$ cat src/bbou_pkg.sv
// ----------------------------------------------------------------
// branch and bit operations unit: shared constants and types
// ----------------------------------------------------------------
package bbou_pkg;

    // ------------------------------------------------------------
    // bus geometry and register byte offsets
    // ------------------------------------------------------------
    localparam int unsigned ADR_W     = 8;
    localparam int unsigned DAT_W     = 32;
    localparam int unsigned IO_N      = 8;
    localparam logic [7:0]  OFS_CMD   = 8'h00;
    localparam logic [7:0]  OFS_FLAGS = 8'h04;
    localparam logic [7:0]  OFS_WREG  = 8'h08;
    localparam logic [7:0]  OFS_PC    = 8'h0c;
    localparam logic [7:0]  OFS_STAT  = 8'h10;
    // io window: 8 words from this base, selected by address bits 4:2
    localparam logic [2:0]  IO_WIN    = 3'h1;

    // ------------------------------------------------------------
    // command word fields (lsb positions)
    // ------------------------------------------------------------
    localparam int unsigned CMD_OP_LSB  = 0;
    localparam int unsigned CMD_BIT_LSB = 8;
    localparam int unsigned CMD_IOA_LSB = 12;
    localparam int unsigned CMD_OFS_LSB = 16;

    // ------------------------------------------------------------
    // status_flag_register bit positions
    // ------------------------------------------------------------
    localparam logic [2:0] FLG_C = 3'h0;
    localparam logic [2:0] FLG_Z = 3'h1;
    localparam logic [2:0] FLG_N = 3'h2;
    localparam logic [2:0] FLG_V = 3'h3;
    localparam logic [2:0] FLG_S = 3'h4;
    localparam logic [2:0] FLG_H = 3'h5;
    localparam logic [2:0] FLG_T = 3'h6;
    localparam logic [2:0] FLG_I = 3'h7;

    // ------------------------------------------------------------
    // reset values
    // ------------------------------------------------------------
    localparam logic [15:0] PC_RST    = 16'h0000;
    localparam logic [7:0]  FLAGS_RST = 8'h00;
    localparam logic [7:0]  WREG_RST  = 8'h00;
    localparam logic [31:0] CMD_RST   = 32'h0000_0000;

    // ------------------------------------------------------------
    // operations and sequencer states
    // ------------------------------------------------------------
    typedef enum logic [4:0] {
        OP_NOP      = 5'h00,
        OP_BR_SET   = 5'h01,
        OP_BR_CLR   = 5'h02,
        OP_BR_GE    = 5'h03,
        OP_BR_LT    = 5'h04,
        OP_IO_SET   = 5'h05,
        OP_IO_CLR   = 5'h06,
        OP_LSL      = 5'h07,
        OP_LSR      = 5'h08,
        OP_ROL      = 5'h09,
        OP_ROR      = 5'h0a,
        OP_ASR      = 5'h0b,
        OP_FLAG_SET = 5'h0c,
        OP_FLAG_CLR = 5'h0d,
        OP_BST      = 5'h0e,
        OP_BLD      = 5'h0f,
        OP_INT_ON   = 5'h10,
        OP_INT_OFF  = 5'h11
    } bbou_op_t;

    typedef enum logic [2:0] {
        ST_IDLE = 3'b001,
        ST_EXEC = 3'b010,
        ST_WAIT = 3'b100
    } bbou_state_t;

    typedef struct packed {
        bbou_state_t           state;
        logic [15:0]           pc;
        logic [7:0]            flags;
        logic [7:0]            wreg;
        logic [IO_N-1:0][7:0]  io;
        logic [31:0]           cmd;
        logic                  ack;
        logic [31:0]           rdat;
        logic                  taken;
    } bbou_regs_t;

endpackage : bbou_pkg

$ cat src/bbou_shift.sv
`timescale 1ns/1ps
// ----------------------------------------------------------------
// shift and rotate datapath
// ----------------------------------------------------------------
module bbou_shift (
    input  wire bbou_pkg::bbou_op_t op_i,
    input  wire logic [7:0]         val_i,
    input  wire logic               carry_i,
    output logic [7:0]              res_o,
    output logic                    carry_o
);
    import bbou_pkg::*;

    // one bit shift per op, carry is the bit pushed out
    always_comb begin
        res_o   = val_i;
        carry_o = carry_i;
        case (op_i)
            OP_LSL: begin
                res_o   = {val_i[6:0], 1'b0};
                carry_o = val_i[7];
            end
            OP_LSR: begin
                res_o   = {1'b0, val_i[7:1]};
                carry_o = val_i[0];
            end
            OP_ROL: begin
                res_o   = {val_i[6:0], carry_i};
                carry_o = val_i[7];
            end
            OP_ROR: begin
                res_o   = {carry_i, val_i[7:1]};
                carry_o = val_i[0];
            end
            OP_ASR: begin
                res_o   = {val_i[7], val_i[7:1]};  // sign bit stays put
                carry_o = val_i[0];
            end
            default: begin
                res_o   = val_i;
                carry_o = carry_i;
            end
        endcase
    end

endmodule : bbou_shift

$ cat src/bbou_unit.sv
// The address map and the Wishbone interface to the registers were decided locally.
`timescale 1ns/1ps
module bbou_unit (
    input  wire logic                      clk_i,
    input  wire logic                      rst_i,
    input  wire logic                      ce_i,
    input  wire logic                      cyc_i,
    input  wire logic                      stb_i,
    input  wire logic                      we_i,
    input  wire logic [bbou_pkg::ADR_W-1:0] adr_i,
    input  wire logic [3:0]                sel_i,
    input  wire logic [bbou_pkg::DAT_W-1:0] dat_i,
    output logic      [bbou_pkg::DAT_W-1:0] dat_o,
    output logic                           ack_o,
    output logic                           busy_o
);
    import bbou_pkg::*;

    // ------------------------------------------------------------
    // state, reset value, decoded command
    // ------------------------------------------------------------
    localparam bbou_regs_t REGS_RST = '{
        state: ST_IDLE,
        pc:    PC_RST,
        flags: FLAGS_RST,
        wreg:  WREG_RST,
        io:    '0,
        cmd:   CMD_RST,
        ack:   1'b0,
        rdat:  32'h0000_0000,
        taken: 1'b0
    };

    bbou_regs_t  st_q;
    bbou_regs_t  st_d;
    bbou_op_t    op;
    logic [2:0]  bidx;
    logic [2:0]  ioa;
    logic [6:0]  offs;
    logic        take;
    logic [15:0] br_target;
    logic [15:0] pc_next;
    logic [7:0]  sh_res;
    logic        sh_carry;
    logic        req;
    logic        acc_ok;
    logic        is_branch;

    // command fields are held in the command register during execution
    assign op   = bbou_op_t'(st_q.cmd[CMD_OP_LSB +: 5]);
    assign bidx = st_q.cmd[CMD_BIT_LSB +: 3];
    assign ioa  = st_q.cmd[CMD_IOA_LSB +: 3];
    assign offs = st_q.cmd[CMD_OFS_LSB +: 7];

    // ------------------------------------------------------------
    // branch condition and target
    // ------------------------------------------------------------
    // one index-driven test covers every single-flag branch form
    always_comb begin
        is_branch = 1'b0;
        take      = 1'b0;
        case (op)
            OP_BR_SET: begin
                is_branch = 1'b1;
                take      = st_q.flags[bidx];
            end
            OP_BR_CLR: begin
                is_branch = 1'b1;
                take      = ~st_q.flags[bidx];
            end
            OP_BR_GE: begin
                is_branch = 1'b1;
                take      = ~(st_q.flags[FLG_N] ^ st_q.flags[FLG_V]);
            end
            OP_BR_LT: begin
                is_branch = 1'b1;
                take      = st_q.flags[FLG_N] ^ st_q.flags[FLG_V];
            end
            default: begin
                is_branch = 1'b0;
                take      = 1'b0;
            end
        endcase
    end

    // sign-extended word displacement added to the incremented counter
    assign pc_next   = st_q.pc + 16'h0001;
    assign br_target = pc_next + {{9{offs[6]}}, offs};

    // ------------------------------------------------------------
    // shifter
    // ------------------------------------------------------------
    bbou_shift u_shift (
        .op_i    (op),
        .val_i   (st_q.wreg),
        .carry_i (st_q.flags[FLG_C]),
        .res_o   (sh_res),
        .carry_o (sh_carry)
    );

    // ------------------------------------------------------------
    // next state: bus slave and sequencer
    // ------------------------------------------------------------
    // bus answers only while idle, so software never races execution
    assign req    = cyc_i & stb_i;
    assign acc_ok = req & ~st_q.ack & (st_q.state == ST_IDLE);

    always_comb begin
        st_d     = st_q;
        st_d.ack = acc_ok;
        // read data is captured with the ack so it stands for that edge
        if (acc_ok) begin
            case (adr_i)
                OFS_CMD:   st_d.rdat = st_q.cmd;
                OFS_FLAGS: st_d.rdat = {24'h000000, st_q.flags};
                OFS_WREG:  st_d.rdat = {24'h000000, st_q.wreg};
                OFS_PC:    st_d.rdat = {16'h0000, st_q.pc};
                OFS_STAT:  st_d.rdat = {30'h0000_0000, st_q.taken, 1'b0};
                default: begin
                    if (adr_i[7:5] == IO_WIN && adr_i[1:0] == 2'b00) begin
                        st_d.rdat = {24'h000000, st_q.io[adr_i[4:2]]};
                    end else begin
                        st_d.rdat = 32'h0000_0000;
                    end
                end
            endcase
        end
        // writes take effect on the edge where ack is seen high
        if (st_q.ack & req & we_i) begin
            case (adr_i)
                OFS_CMD: begin
                    for (int k = 0; k < 4; k++) begin
                        if (sel_i[k]) begin
                            st_d.cmd[k*8 +: 8] = dat_i[k*8 +: 8];
                        end
                    end
                    st_d.state = ST_EXEC;
                end
                OFS_FLAGS: begin
                    if (sel_i[0]) begin
                        st_d.flags = dat_i[7:0];
                    end
                end
                OFS_WREG: begin
                    if (sel_i[0]) begin
                        st_d.wreg = dat_i[7:0];
                    end
                end
                OFS_PC: begin
                    if (sel_i[0]) begin
                        st_d.pc[7:0] = dat_i[7:0];
                    end
                    if (sel_i[1]) begin
                        st_d.pc[15:8] = dat_i[15:8];
                    end
                end
                default: begin
                    if (adr_i[7:5] == IO_WIN && adr_i[1:0] == 2'b00 && sel_i[0]) begin
                        st_d.io[adr_i[4:2]] = dat_i[7:0];
                    end
                end
            endcase
        end
        // sequencer: one cycle for most ops, a wait cycle for long ones
        case (st_q.state)
            ST_IDLE: begin
            end
            ST_EXEC: begin
                st_d.state = ST_IDLE;
                st_d.pc    = pc_next;
                st_d.taken = 1'b0;
                case (op)
                    OP_BR_SET, OP_BR_CLR, OP_BR_GE, OP_BR_LT: begin
                        // branches leave every flag alone
                        if (take) begin
                            st_d.pc    = br_target;
                            st_d.taken = 1'b1;
                            st_d.state = ST_WAIT;
                        end
                    end
                    OP_IO_SET: begin
                        st_d.io[ioa][bidx] = 1'b1;
                        st_d.state         = ST_WAIT;
                    end
                    OP_IO_CLR: begin
                        st_d.io[ioa][bidx] = 1'b0;
                        st_d.state         = ST_WAIT;
                    end
                    OP_LSL, OP_LSR, OP_ROL, OP_ROR, OP_ASR: begin
                        st_d.wreg         = sh_res;
                        st_d.flags[FLG_C] = sh_carry;
                        st_d.flags[FLG_Z] = (sh_res == 8'h00);
                        st_d.flags[FLG_N] = sh_res[7];
                        st_d.flags[FLG_V] = sh_res[7] ^ sh_carry;
                    end
                    OP_FLAG_SET: begin
                        st_d.flags[bidx] = 1'b1;
                    end
                    OP_FLAG_CLR: begin
                        st_d.flags[bidx] = 1'b0;
                    end
                    OP_BST: begin
                        st_d.flags[FLG_T] = st_q.wreg[bidx];
                    end
                    OP_BLD: begin
                        st_d.wreg[bidx] = st_q.flags[FLG_T];
                    end
                    OP_INT_ON: begin
                        st_d.flags[FLG_I] = 1'b1;
                    end
                    OP_INT_OFF: begin
                        st_d.flags[FLG_I] = 1'b0;
                    end
                    default: begin
                        // unknown codes only step the counter and clear taken
                    end
                endcase
            end
            ST_WAIT: begin
                st_d.state = ST_IDLE;
            end
            default: begin
                st_d.state = ST_IDLE;
            end
        endcase
    end

    // ------------------------------------------------------------
    // state register
    // ------------------------------------------------------------
    // clock enable low freezes everything, the bus included
    always_ff @(posedge clk_i) begin
        if (rst_i) begin
            st_q <= REGS_RST;
        end else if (ce_i) begin
            st_q <= st_d;
        end
    end

    // ack is masked while frozen: a master seeing it then would lose its write
    assign dat_o  = st_q.rdat;
    assign ack_o  = st_q.ack & ce_i;
    assign busy_o = (st_q.state != ST_IDLE);

    // ------------------------------------------------------------
    // checks
    // ------------------------------------------------------------
    ne_cond_a: assert property (@(posedge clk_i) disable iff (rst_i)
        (st_q.state == ST_EXEC && op == OP_BR_CLR && bidx == FLG_Z)
            |-> (take == ~st_q.flags[FLG_Z]))
        else $error("zero clear branch condition wrong");

    br_taken_a: assert property (@(posedge clk_i) disable iff (rst_i)
        (st_q.state == ST_EXEC && ce_i && is_branch && take)
            |=> (st_q.state == ST_WAIT && st_q.pc == $past(st_q.pc) + 16'h0001
                 + {{9{$past(offs[6])}}, $past(offs)} && $past(st_q.flags) == st_q.flags))
        else $error("taken branch target or length wrong");

    br_fall_a: assert property (@(posedge clk_i) disable iff (rst_i)
        (st_q.state == ST_EXEC && ce_i && is_branch && !take)
            |=> (st_q.state == ST_IDLE && st_q.pc == $past(st_q.pc) + 16'h0001
                 && $past(st_q.flags) == st_q.flags))
        else $error("untaken branch not one cycle");

    ge_cond_a: assert property (@(posedge clk_i) disable iff (rst_i)
        (st_q.state == ST_EXEC && op == OP_BR_GE)
            |-> (take == (st_q.flags[FLG_N] == st_q.flags[FLG_V])))
        else $error("signed ge condition wrong");

    lt_cond_a: assert property (@(posedge clk_i) disable iff (rst_i)
        (st_q.state == ST_EXEC && op == OP_BR_LT)
            |-> (take == (st_q.flags[FLG_N] != st_q.flags[FLG_V])))
        else $error("signed lt condition wrong");

    io_bit_a: assert property (@(posedge clk_i) disable iff (rst_i)
        (st_q.state == ST_EXEC && ce_i && (op == OP_IO_SET || op == OP_IO_CLR))
            |=> (st_q.state == ST_WAIT && $past(st_q.flags) == st_q.flags
                 && st_q.io[$past(ioa)][$past(bidx)] == ($past(op) == OP_IO_SET)))
        else $error("io bit op wrong");

    lsl_res_a: assert property (@(posedge clk_i) disable iff (rst_i)
        (st_q.state == ST_EXEC && ce_i && op == OP_LSL)
            |=> (st_q.wreg == {$past(st_q.wreg[6:0]), 1'b0}
                 && st_q.flags[FLG_C] == $past(st_q.wreg[7]) && st_q.state == ST_IDLE))
        else $error("left shift wrong");

    asr_res_a: assert property (@(posedge clk_i) disable iff (rst_i)
        (st_q.state == ST_EXEC && ce_i && op == OP_ASR)
            |=> (st_q.wreg[7] == $past(st_q.wreg[7]) && st_q.wreg[6:0] == $past(st_q.wreg[7:1])
                 && st_q.flags[FLG_C] == $past(st_q.wreg[0])))
        else $error("arithmetic shift wrong");

    bst_copy_a: assert property (@(posedge clk_i) disable iff (rst_i)
        (st_q.state == ST_EXEC && ce_i && op == OP_BST)
            |=> (st_q.flags[FLG_T] == $past(st_q.wreg[bidx])
                 && st_q.flags[5:0] == $past(st_q.flags[5:0])
                 && st_q.flags[FLG_I] == $past(st_q.flags[FLG_I])))
        else $error("bit store to transfer flag wrong");

    int_on_a: assert property (@(posedge clk_i) disable iff (rst_i)
        (st_q.state == ST_EXEC && ce_i && (op == OP_INT_ON || op == OP_INT_OFF))
            |=> (st_q.flags[FLG_I] == ($past(op) == OP_INT_ON) && st_q.state == ST_IDLE))
        else $error("interrupt enable op wrong");

    // a frozen unit must neither answer the bus nor move
    ce_hold_a: assert property (@(posedge clk_i) disable iff (rst_i)
        !ce_i |-> (!ack_o ##1 (st_q == $past(st_q))))
        else $error("clock enable low did not freeze the unit");

    rol_res_a: assert property (@(posedge clk_i) disable iff (rst_i)
        (st_q.state == ST_EXEC && ce_i && op == OP_ROL)
            |=> (st_q.wreg == {$past(st_q.wreg[6:0]), $past(st_q.flags[FLG_C])}
                 && st_q.flags[FLG_C] == $past(st_q.wreg[7])))
        else $error("rotate left through carry wrong");

    ror_res_a: assert property (@(posedge clk_i) disable iff (rst_i)
        (st_q.state == ST_EXEC && ce_i && op == OP_ROR)
            |=> (st_q.wreg == {$past(st_q.flags[FLG_C]), $past(st_q.wreg[7:1])}
                 && st_q.flags[FLG_C] == $past(st_q.wreg[0]) && st_q.state == ST_IDLE))
        else $error("rotate right through carry wrong");

    flag_idx_a: assert property (@(posedge clk_i) disable iff (rst_i)
        (st_q.state == ST_EXEC && ce_i && (op == OP_FLAG_SET || op == OP_FLAG_CLR))
            |=> (st_q.flags[$past(bidx)] == ($past(op) == OP_FLAG_SET)
                 && st_q.state == ST_IDLE))
        else $error("indexed flag set or clear wrong");

    bld_copy_a: assert property (@(posedge clk_i) disable iff (rst_i)
        (st_q.state == ST_EXEC && ce_i && op == OP_BLD)
            |=> (st_q.wreg[$past(bidx)] == $past(st_q.flags[FLG_T])
                 && st_q.flags == $past(st_q.flags)))
        else $error("bit load from transfer flag wrong");

endmodule : bbou_unit

$ cat config.mk
export PLATFORM = sky130hd
export DESIGN_NAME = bbou_unit
export DESIGN_NICKNAME = d
export VERILOG_FILES = /design/src/bbou_pkg.sv /design/src/bbou_shift.sv /design/src/bbou_unit.sv
export SDC_FILE = /design/constraint.sdc
export NUM_CORES = 1
export LEC_CHECK = 0
export BUFFER_PORTS_ARGS = -buffer_cell sky130_fd_sc_hd__clkbuf_2
export CORE_MARGIN = 4
export CORE_UTILIZATION = 50
export DETAILED_ROUTE_END_ITERATION = 10
export GPL_TIMING_DRIVEN = 0
export PLACE_DENSITY = 0.68
export SLEW_MARGIN = 0
export SYNTH_ARGS = -nofsm -noshare
export SYNTH_HDL_FRONTEND = slang
export SYNTH_SLANG_ARGS = --single-unit
$ cat constraint.sdc
create_clock -name clk_i -period 5.56 [get_ports clk_i]
set_input_delay 0.556 -clock clk_i [delete_from_list [all_inputs] [get_ports clk_i]]
set_output_delay 0.556 -clock clk_i [all_outputs]
set_load 0.05 [all_outputs]
Word level (Yosys, flattened, before mapping)
Cells that the tools add are included.
{ "classes": {"n_eq_ne": 27, "mux": 48, "n_lt_le_gt_ge": 6, "n_addsub": 2, "reduce_logical": 27, "bitwise_logic": 17} }
{ "op_table": {"columns": ["op", "count"], "rows": [
  ["case mux 32 bit (5 select lines)", 1],
  ["2-to-1 mux 131 bit", 1],
  ["2-to-1 mux 64 bit", 2],
  ["case mux 64 bit (2 select lines)", 1],
  ["2-to-1 mux 8 bit", 14],
  ["2-to-1 mux 96 bit", 1],
  ["AND 64 bit", 1],
  ["bitwise mux 64 bit", 1],
  ["inverter 64 bit", 1],
  ["bitwise OR 64 bit", 1],
  ["demux 8 bit (select 3 bit)", 2],
  ["equality test 5 x 4 -> 1 bit (second input constant)", 8],
  ["case mux 8 bit (5 select lines)", 1],
  ["2-to-1 mux 16 bit", 2],
  ["2-to-1 mux 32 bit", 1],
  ["binary-select mux 8 bit (select 3 bit)", 1],
  ["AND reduction 4 bit", 6],
  ["equality test 5 x 3 -> 1 bit (second input constant)", 4],
  ["2-to-1 mux 19 bit", 1],
  ["adder 16 x 1 -> 16 bit (second input constant)", 1],
  ["adder 16 bit", 1],
  ["equality test 8 x 4 -> 1 bit (second input constant)", 2],
  ["zero test 8 bit", 2],
  ["case mux 8 bit (2 select lines)", 1],
  ["37 further kinds", 70]
]} }
{ "totals": {"inputBits": 50, "reg_bits": 165, "out_inout_bits": 34} }

Depth between registers and ports, before layout
{ "logic_depth": {"ltp_word": 11, "mapped_depth": 14, "depth_no_buf": 13} }

By module
From an unflattened synthesis, not the netlist that was laid out.
{ "unflattened": {"hier_cells": 1430, "hier_area_um2": 11155.7} }
{ "by_module_without_submodules": {"columns": ["mod", "instances", "seq_area_each_um2", "area_each_um2", "cells_per_inst"], "rows": [
  ["bbou_unit", 1, 3303.2, 10864.2, 1388],
  ["bbou_shift", 1, 0.0, 291.5, 42]
]} }

Worst setup path after synthesis
No wires, ideal clock.
{ "synth_path": {"path_type": "register to register", "startpoint": "reg st_q[148] in the netlist's numbering", "endpoint": "reg st_q[161] in the netlist's numbering", "arrival_ns": 2.827, "n_path_buf": 1, "setup_ns": 0.115, "path_slack_ns": 2.619, "path_stages_with_launch": 15, "synth_period_minus_slack_ns": 2.941, "required_time_ns": 5.445, "cell_sequence": "dfxtp_1 and3_1 and3_1 clkbuf_1 nand2_1 nor2_1 xor2_1 ha_1 and2_1 nor4b_1 o21ai_1 nand3b_1 nor3b_1 xnor2_1 a2111oi_0"} }
{ "synth_between": {"elab_chain_cells": 5} }
{ "synth_rtl": {"columns": ["item", "line_no", "text"], "rows": [
  ["from (decl)", "bbou_unit.sv:34", "bbou_regs_t st_q;"],
  ["from (signal assigned)", "bbou_unit.sv:236", "st_q <= st_d;"],
  ["adder 16 x 1 -> 16 bit (*)", "bbou_unit.sv:87", "assign pc_next = st_q.pc + 16'h0001;"],
  ["adder 16 bit", "bbou_unit.sv:88", "assign br_target = pc_next + {{9{offs[6]}}, offs};"],
  ["2-to-1 mux 19 bit", "bbou_unit.sv:175", "if (take) begin"],
  ["2-to-1 mux 16 bit (*)", "bbou_unit.sv:172", "case (op)"],
  ["2-to-1 mux 96 bit (*)", "bbou_unit.sv:165", "case (st_q.state)"]
]} }
Every way passes the cells marked *; elsewhere a longest branch is shown, timed or not.
A chain may end at the register's enable or synchronous reset.

Worst setup path in the final report
{ "layout_path": {"startpoint": "reg st_q (netlist bit bidx[0])", "endpoint": "reg st_q[155] in the netlist's numbering"} }
{ "layout_between": {"elab_chain_cells": 7} }
{ "layout_rtl": {"columns": ["item", "line_no", "text"], "rows": [
  ["binary-select mux 1 bit (select 3 bit) (*)", "bbou_unit.sv:65, bbou_unit.sv:69", null],
  ["2-to-1 mux 1 bit (not written as such) (*)", "bbou_unit.sv:65, bbou_unit.sv:69", null],
  ["inverter 1 bit", "bbou_unit.sv:69", "take = ~st_q.flags[bidx];"],
  ["case mux 1 bit (4 select lines) (*)", "bbou_unit.sv:62", "case (op)"],
  ["2-to-1 mux 19 bit (*)", "bbou_unit.sv:175", null],
  ["2-to-1 mux 16 bit (*)", "bbou_unit.sv:172", null],
  ["2-to-1 mux 96 bit (*)", "bbou_unit.sv:165", null]
]} }
Every way passes the cells marked *; elsewhere a longest branch is shown, timed or not. The select of a mux whose other input is x is not followed.

==> metrics.txt <==
run status finished clean; count of flip-flops with a built-in enable after synthesis 0; H-tree Lvls 4; boundary pin count 84; global-route wire length before repair about 64 mm; number of warnings issued by yosys 0; total vias in the final route 11.79k; detailed-route vias per instance between 6 and 7; Async S/R FF share, synth 0%; number of instances in the synthesized netlist about 1.4k; overall global routing resource usage 33.92%; number of buffers inserted during clock tree synthesis 17; most frequent cell after synthesis sky130_fd_sc_hd__a21oi_1; clk root buf sky130_fd_sc_hd__clkbuf_16; area share of the largest cell type after synthesis about 30%; standard-cell row count 53; number of cells upsized or downsized after cts 0; Layout Area Growth over Synthesis 12.36%; max-slew violations 0; total core area 21290 um^2; Post-Route WL 41.92 mm; post-synthesis mux area share 13.98%; Die ar. 24400 um^2; number of nets in the final layout 1584; sequential cell area fraction in the yosys report 30.08%; PortBufs 78; clock network latency to the later pin of the worst-skew pair 0.44 ns; proportion of layout cells with a drive suffix above 1 ~13%; complex-gate fraction of the synthesized area between 20% and 30%; Max Freq roughly 260 MHz; dominant synthesized flop cell sky130_fd_sc_hd__dfxtp_1; Synth Area per Inst roughly 7.8 um^2; Vert. Die Dim 156.2 um; Clock Tree Buf Depth 2; starting utilization of the core area 51.58%; fraction of synthesized cell area in xor and xnor cells about 2.2%; worst slew pin tran 1.129 ns; data arrival at the endpoint of the critical path about 4 ns; Filler Cell Count between 2k and 2.5k; simple-gate share of the synthesized area 19.93%; total number of clock tree sinks approximately 170; power density of the placed cells 233.0 nW/um^2; netlist area before placement 10980 um^2; aggregate global routing overflow 0; setup violators final 0; pin count of the biggest net entering global routing 17; sum of negative setup slack 0 ns; synthesized net count 1487; unrepaired setup endpoints after global routing no; main combinational cell family by area after synthesis compound AO/OA/AOI/OAI gates; total of max-cap violations 0; Post-CTS Hold Buffers 0; top cells by instance count after synthesis sky130_fd_sc_hd__a21oi_1 (171), sky130_fd_sc_hd__dfxtp_1 (165), sky130_fd_sc_hd__nor2_1 (161); Ant. Diodes 0; via count of the first global-routing pass between 10k and 15k; most area-hungry cell type in the Yosys netlist sky130_fd_sc_hd__dfxtp_1; total placed instance area 11720 um^2; worst reg2reg setup slack 1.78 ns; DRT iter0 DRCs 1428; Max IR drop VDD roughly 0.00018 V; Post-DP HPWL around 30 mm; cells taking the most area after synthesis sky130_fd_sc_hd__dfxtp_1 (30%), sky130_fd_sc_hd__mux2i_1 (9.6%), sky130_fd_sc_hd__a21oi_1 (7.8%); worst hold path type in2reg; FF+latch count, synth between 150 and 200; final RePlAce weighted congestion 1.015; Synth cell types 72; CTS tree yes; count of final hold-check violations 0; final worst-path cycle share between 60 and 70%; count of unresolved DRC violations after routing 0; mean routed wirelength per cell 23.30 um; critical path class reg2reg; category of the worst setup path capture point flop; minimum clock period 3.777 ns; Leak 4.890 nW; launching element type of the critical path flop; maximum fanout encountered on the critical timing path 10; final hold slack roughly 0.36 ns; Final Instance Area 12340 um^2; Max-slew headroom 24.45%; Detail Route Antenna Nets 0; required time at the endpoint of the critical path 5.88 ns; Worst-path clk slew 0.07 ns; overall die width about 160 um; Adder-Cell Fraction of Synth Area 2.461%; first drt pass iteration count 5; post-route clock skew 0.01541 ns; number of setup buffers added after CTS 0; initial antenna violation count 0
-- critical path, cell delays in order (launching register included) --
cell	delay, ns
sky130_fd_sc_hd__dfxtp_1	0.30
sky130_fd_sc_hd__clkbuf_1	0.20
sky130_fd_sc_hd__nor3b_1	0.76
sky130_fd_sc_hd__o2bb2ai_1	0.29
sky130_fd_sc_hd__nor3_1	0.10
sky130_fd_sc_hd__a211oi_1	0.83
sky130_fd_sc_hd__buf_2	0.42
sky130_fd_sc_hd__buf_4	0.26
sky130_fd_sc_hd__mux2i_1	0.24
sky130_fd_sc_hd__nor2_1	0.06
sky130_fd_sc_hd__o21a_1	0.21
-- flip-flops by register name, indices dropped and copies added (netlist names) --
name and cells:
bidx 3, op 5, st_q 115, offs 7
dat_o 32, ioa 3
-- area by class of cell --
cell class              instances  area (um^2)  area share, %
multi-input cells            1088         6920          56.09
flip-flops and latches        165         3303          26.77
plain buffers                 154        723.2          5.861
clock buffers                  17        425.4          3.448
repair buffers                 78        390.4          3.164
well taps                     275        344.1          2.789
clock inverters                13        197.7          1.602
inverters                       9        33.78         0.2738
-- metrics by stage --
step / utilization [%] / instances / setup WS (ns) / power, W
CTS: 57.96 / 1799 / 1.921 / 0.002863
detailed placement: 55.03 / 1769 / 1.980 / 0.001587
finish: 57.96 / 1799 / 1.783 / 0.002875
floorplan: - / 1416 / 2.619 / 0.001478
global route: 57.96 / 1799 / 1.612 / 0.002951
global placement: 55.03 / 1769 / 1.967 / 0.001583
-- per-layer routing --
layer | track usage (%) | vias up | routed length [um]
met1 | 46.30 | 5594 | 17160
met5 | 0 | - | 0
met2 | 51.96 | 721 | 18490
met4 | 14.55 | 0 | 1977
li1 | - | 5347 | -
met3 | 7.212 | 126 | 4289
-- worst paths after layout --
| kind | from | end | cells after the start |
|---|---|---|---|
| min | dat_i[28] | st_q[62]$_SDFFE_PP0P_ | 3 |
| max | bidx[0]$_SDFFE_PP0P_ | st_q[155]$_SDFFE_PP0P_ | 10 |
| min reg2reg | dat_o[27]$_SDFFE_PP0P_ | dat_o[27]$_SDFFE_PP0P_ | 2 |
| max reg2reg | bidx[0]$_SDFFE_PP0P_ | st_q[155]$_SDFFE_PP0P_ | 10 |
-- cell families after synthesis --
family                   count (synthesis)
adder cells (fa/ha/maj)                 21
buffers and inverters                  163
multiplexers                           138
AO/OA/AOI/OAI                          446
flip-flops                             165
XOR/XNOR                                28
AND/OR/NAND/NOR                        455
-- placed cells by master, fill, tap and decap left out, types with 9 or more instances in the layout --
master                      Yosys  layout
sky130_fd_sc_hd__nor3_1        30      30
sky130_fd_sc_hd__clkbuf_2       0      78
sky130_fd_sc_hd__buf_2         14      14
sky130_fd_sc_hd__a221oi_1      15      15
sky130_fd_sc_hd__and2_1         9       9
sky130_fd_sc_hd__o21a_1        11      11
sky130_fd_sc_hd__mux2_2        19      19
sky130_fd_sc_hd__a21oi_1      171     171
sky130_fd_sc_hd__and3_1        10      10
sky130_fd_sc_hd__dfxtp_1      165     165
sky130_fd_sc_hd__o21ai_0       83      83
sky130_fd_sc_hd__o22ai_1       67      67
sky130_fd_sc_hd__a211oi_1      21      21
sky130_fd_sc_hd__nor2_1       161     161
sky130_fd_sc_hd__mux4_2        10      10
sky130_fd_sc_hd__a21boi_0      10      10
sky130_fd_sc_hd__ha_1          20      20
sky130_fd_sc_hd__nand3_1       74      74
sky130_fd_sc_hd__xnor2_1       15      15
sky130_fd_sc_hd__nand2_1       96      96
sky130_fd_sc_hd__xor2_1        13      13
sky130_fd_sc_hd__a22oi_1        9       9
sky130_fd_sc_hd__buf_4         34      34
sky130_fd_sc_hd__clkbuf_16      0      17
sky130_fd_sc_hd__nand2b_1      13      13
sky130_fd_sc_hd__clkbuf_1     103     103
sky130_fd_sc_hd__mux2i_1      105     105
-- report_power, final --
group	total (W)	leakage [nW]	switching, W	internal (W)
clock	0.00130	0.295	0.000546	0.000757
combinational	0.000322	3.25	0.000209	0.000113
sequential	0.00125	1.34	0.0000308	0.00122
total	0.00288	4.89	0.000786	0.00209
No activity file was read; power rests on OpenSTA's default activity.
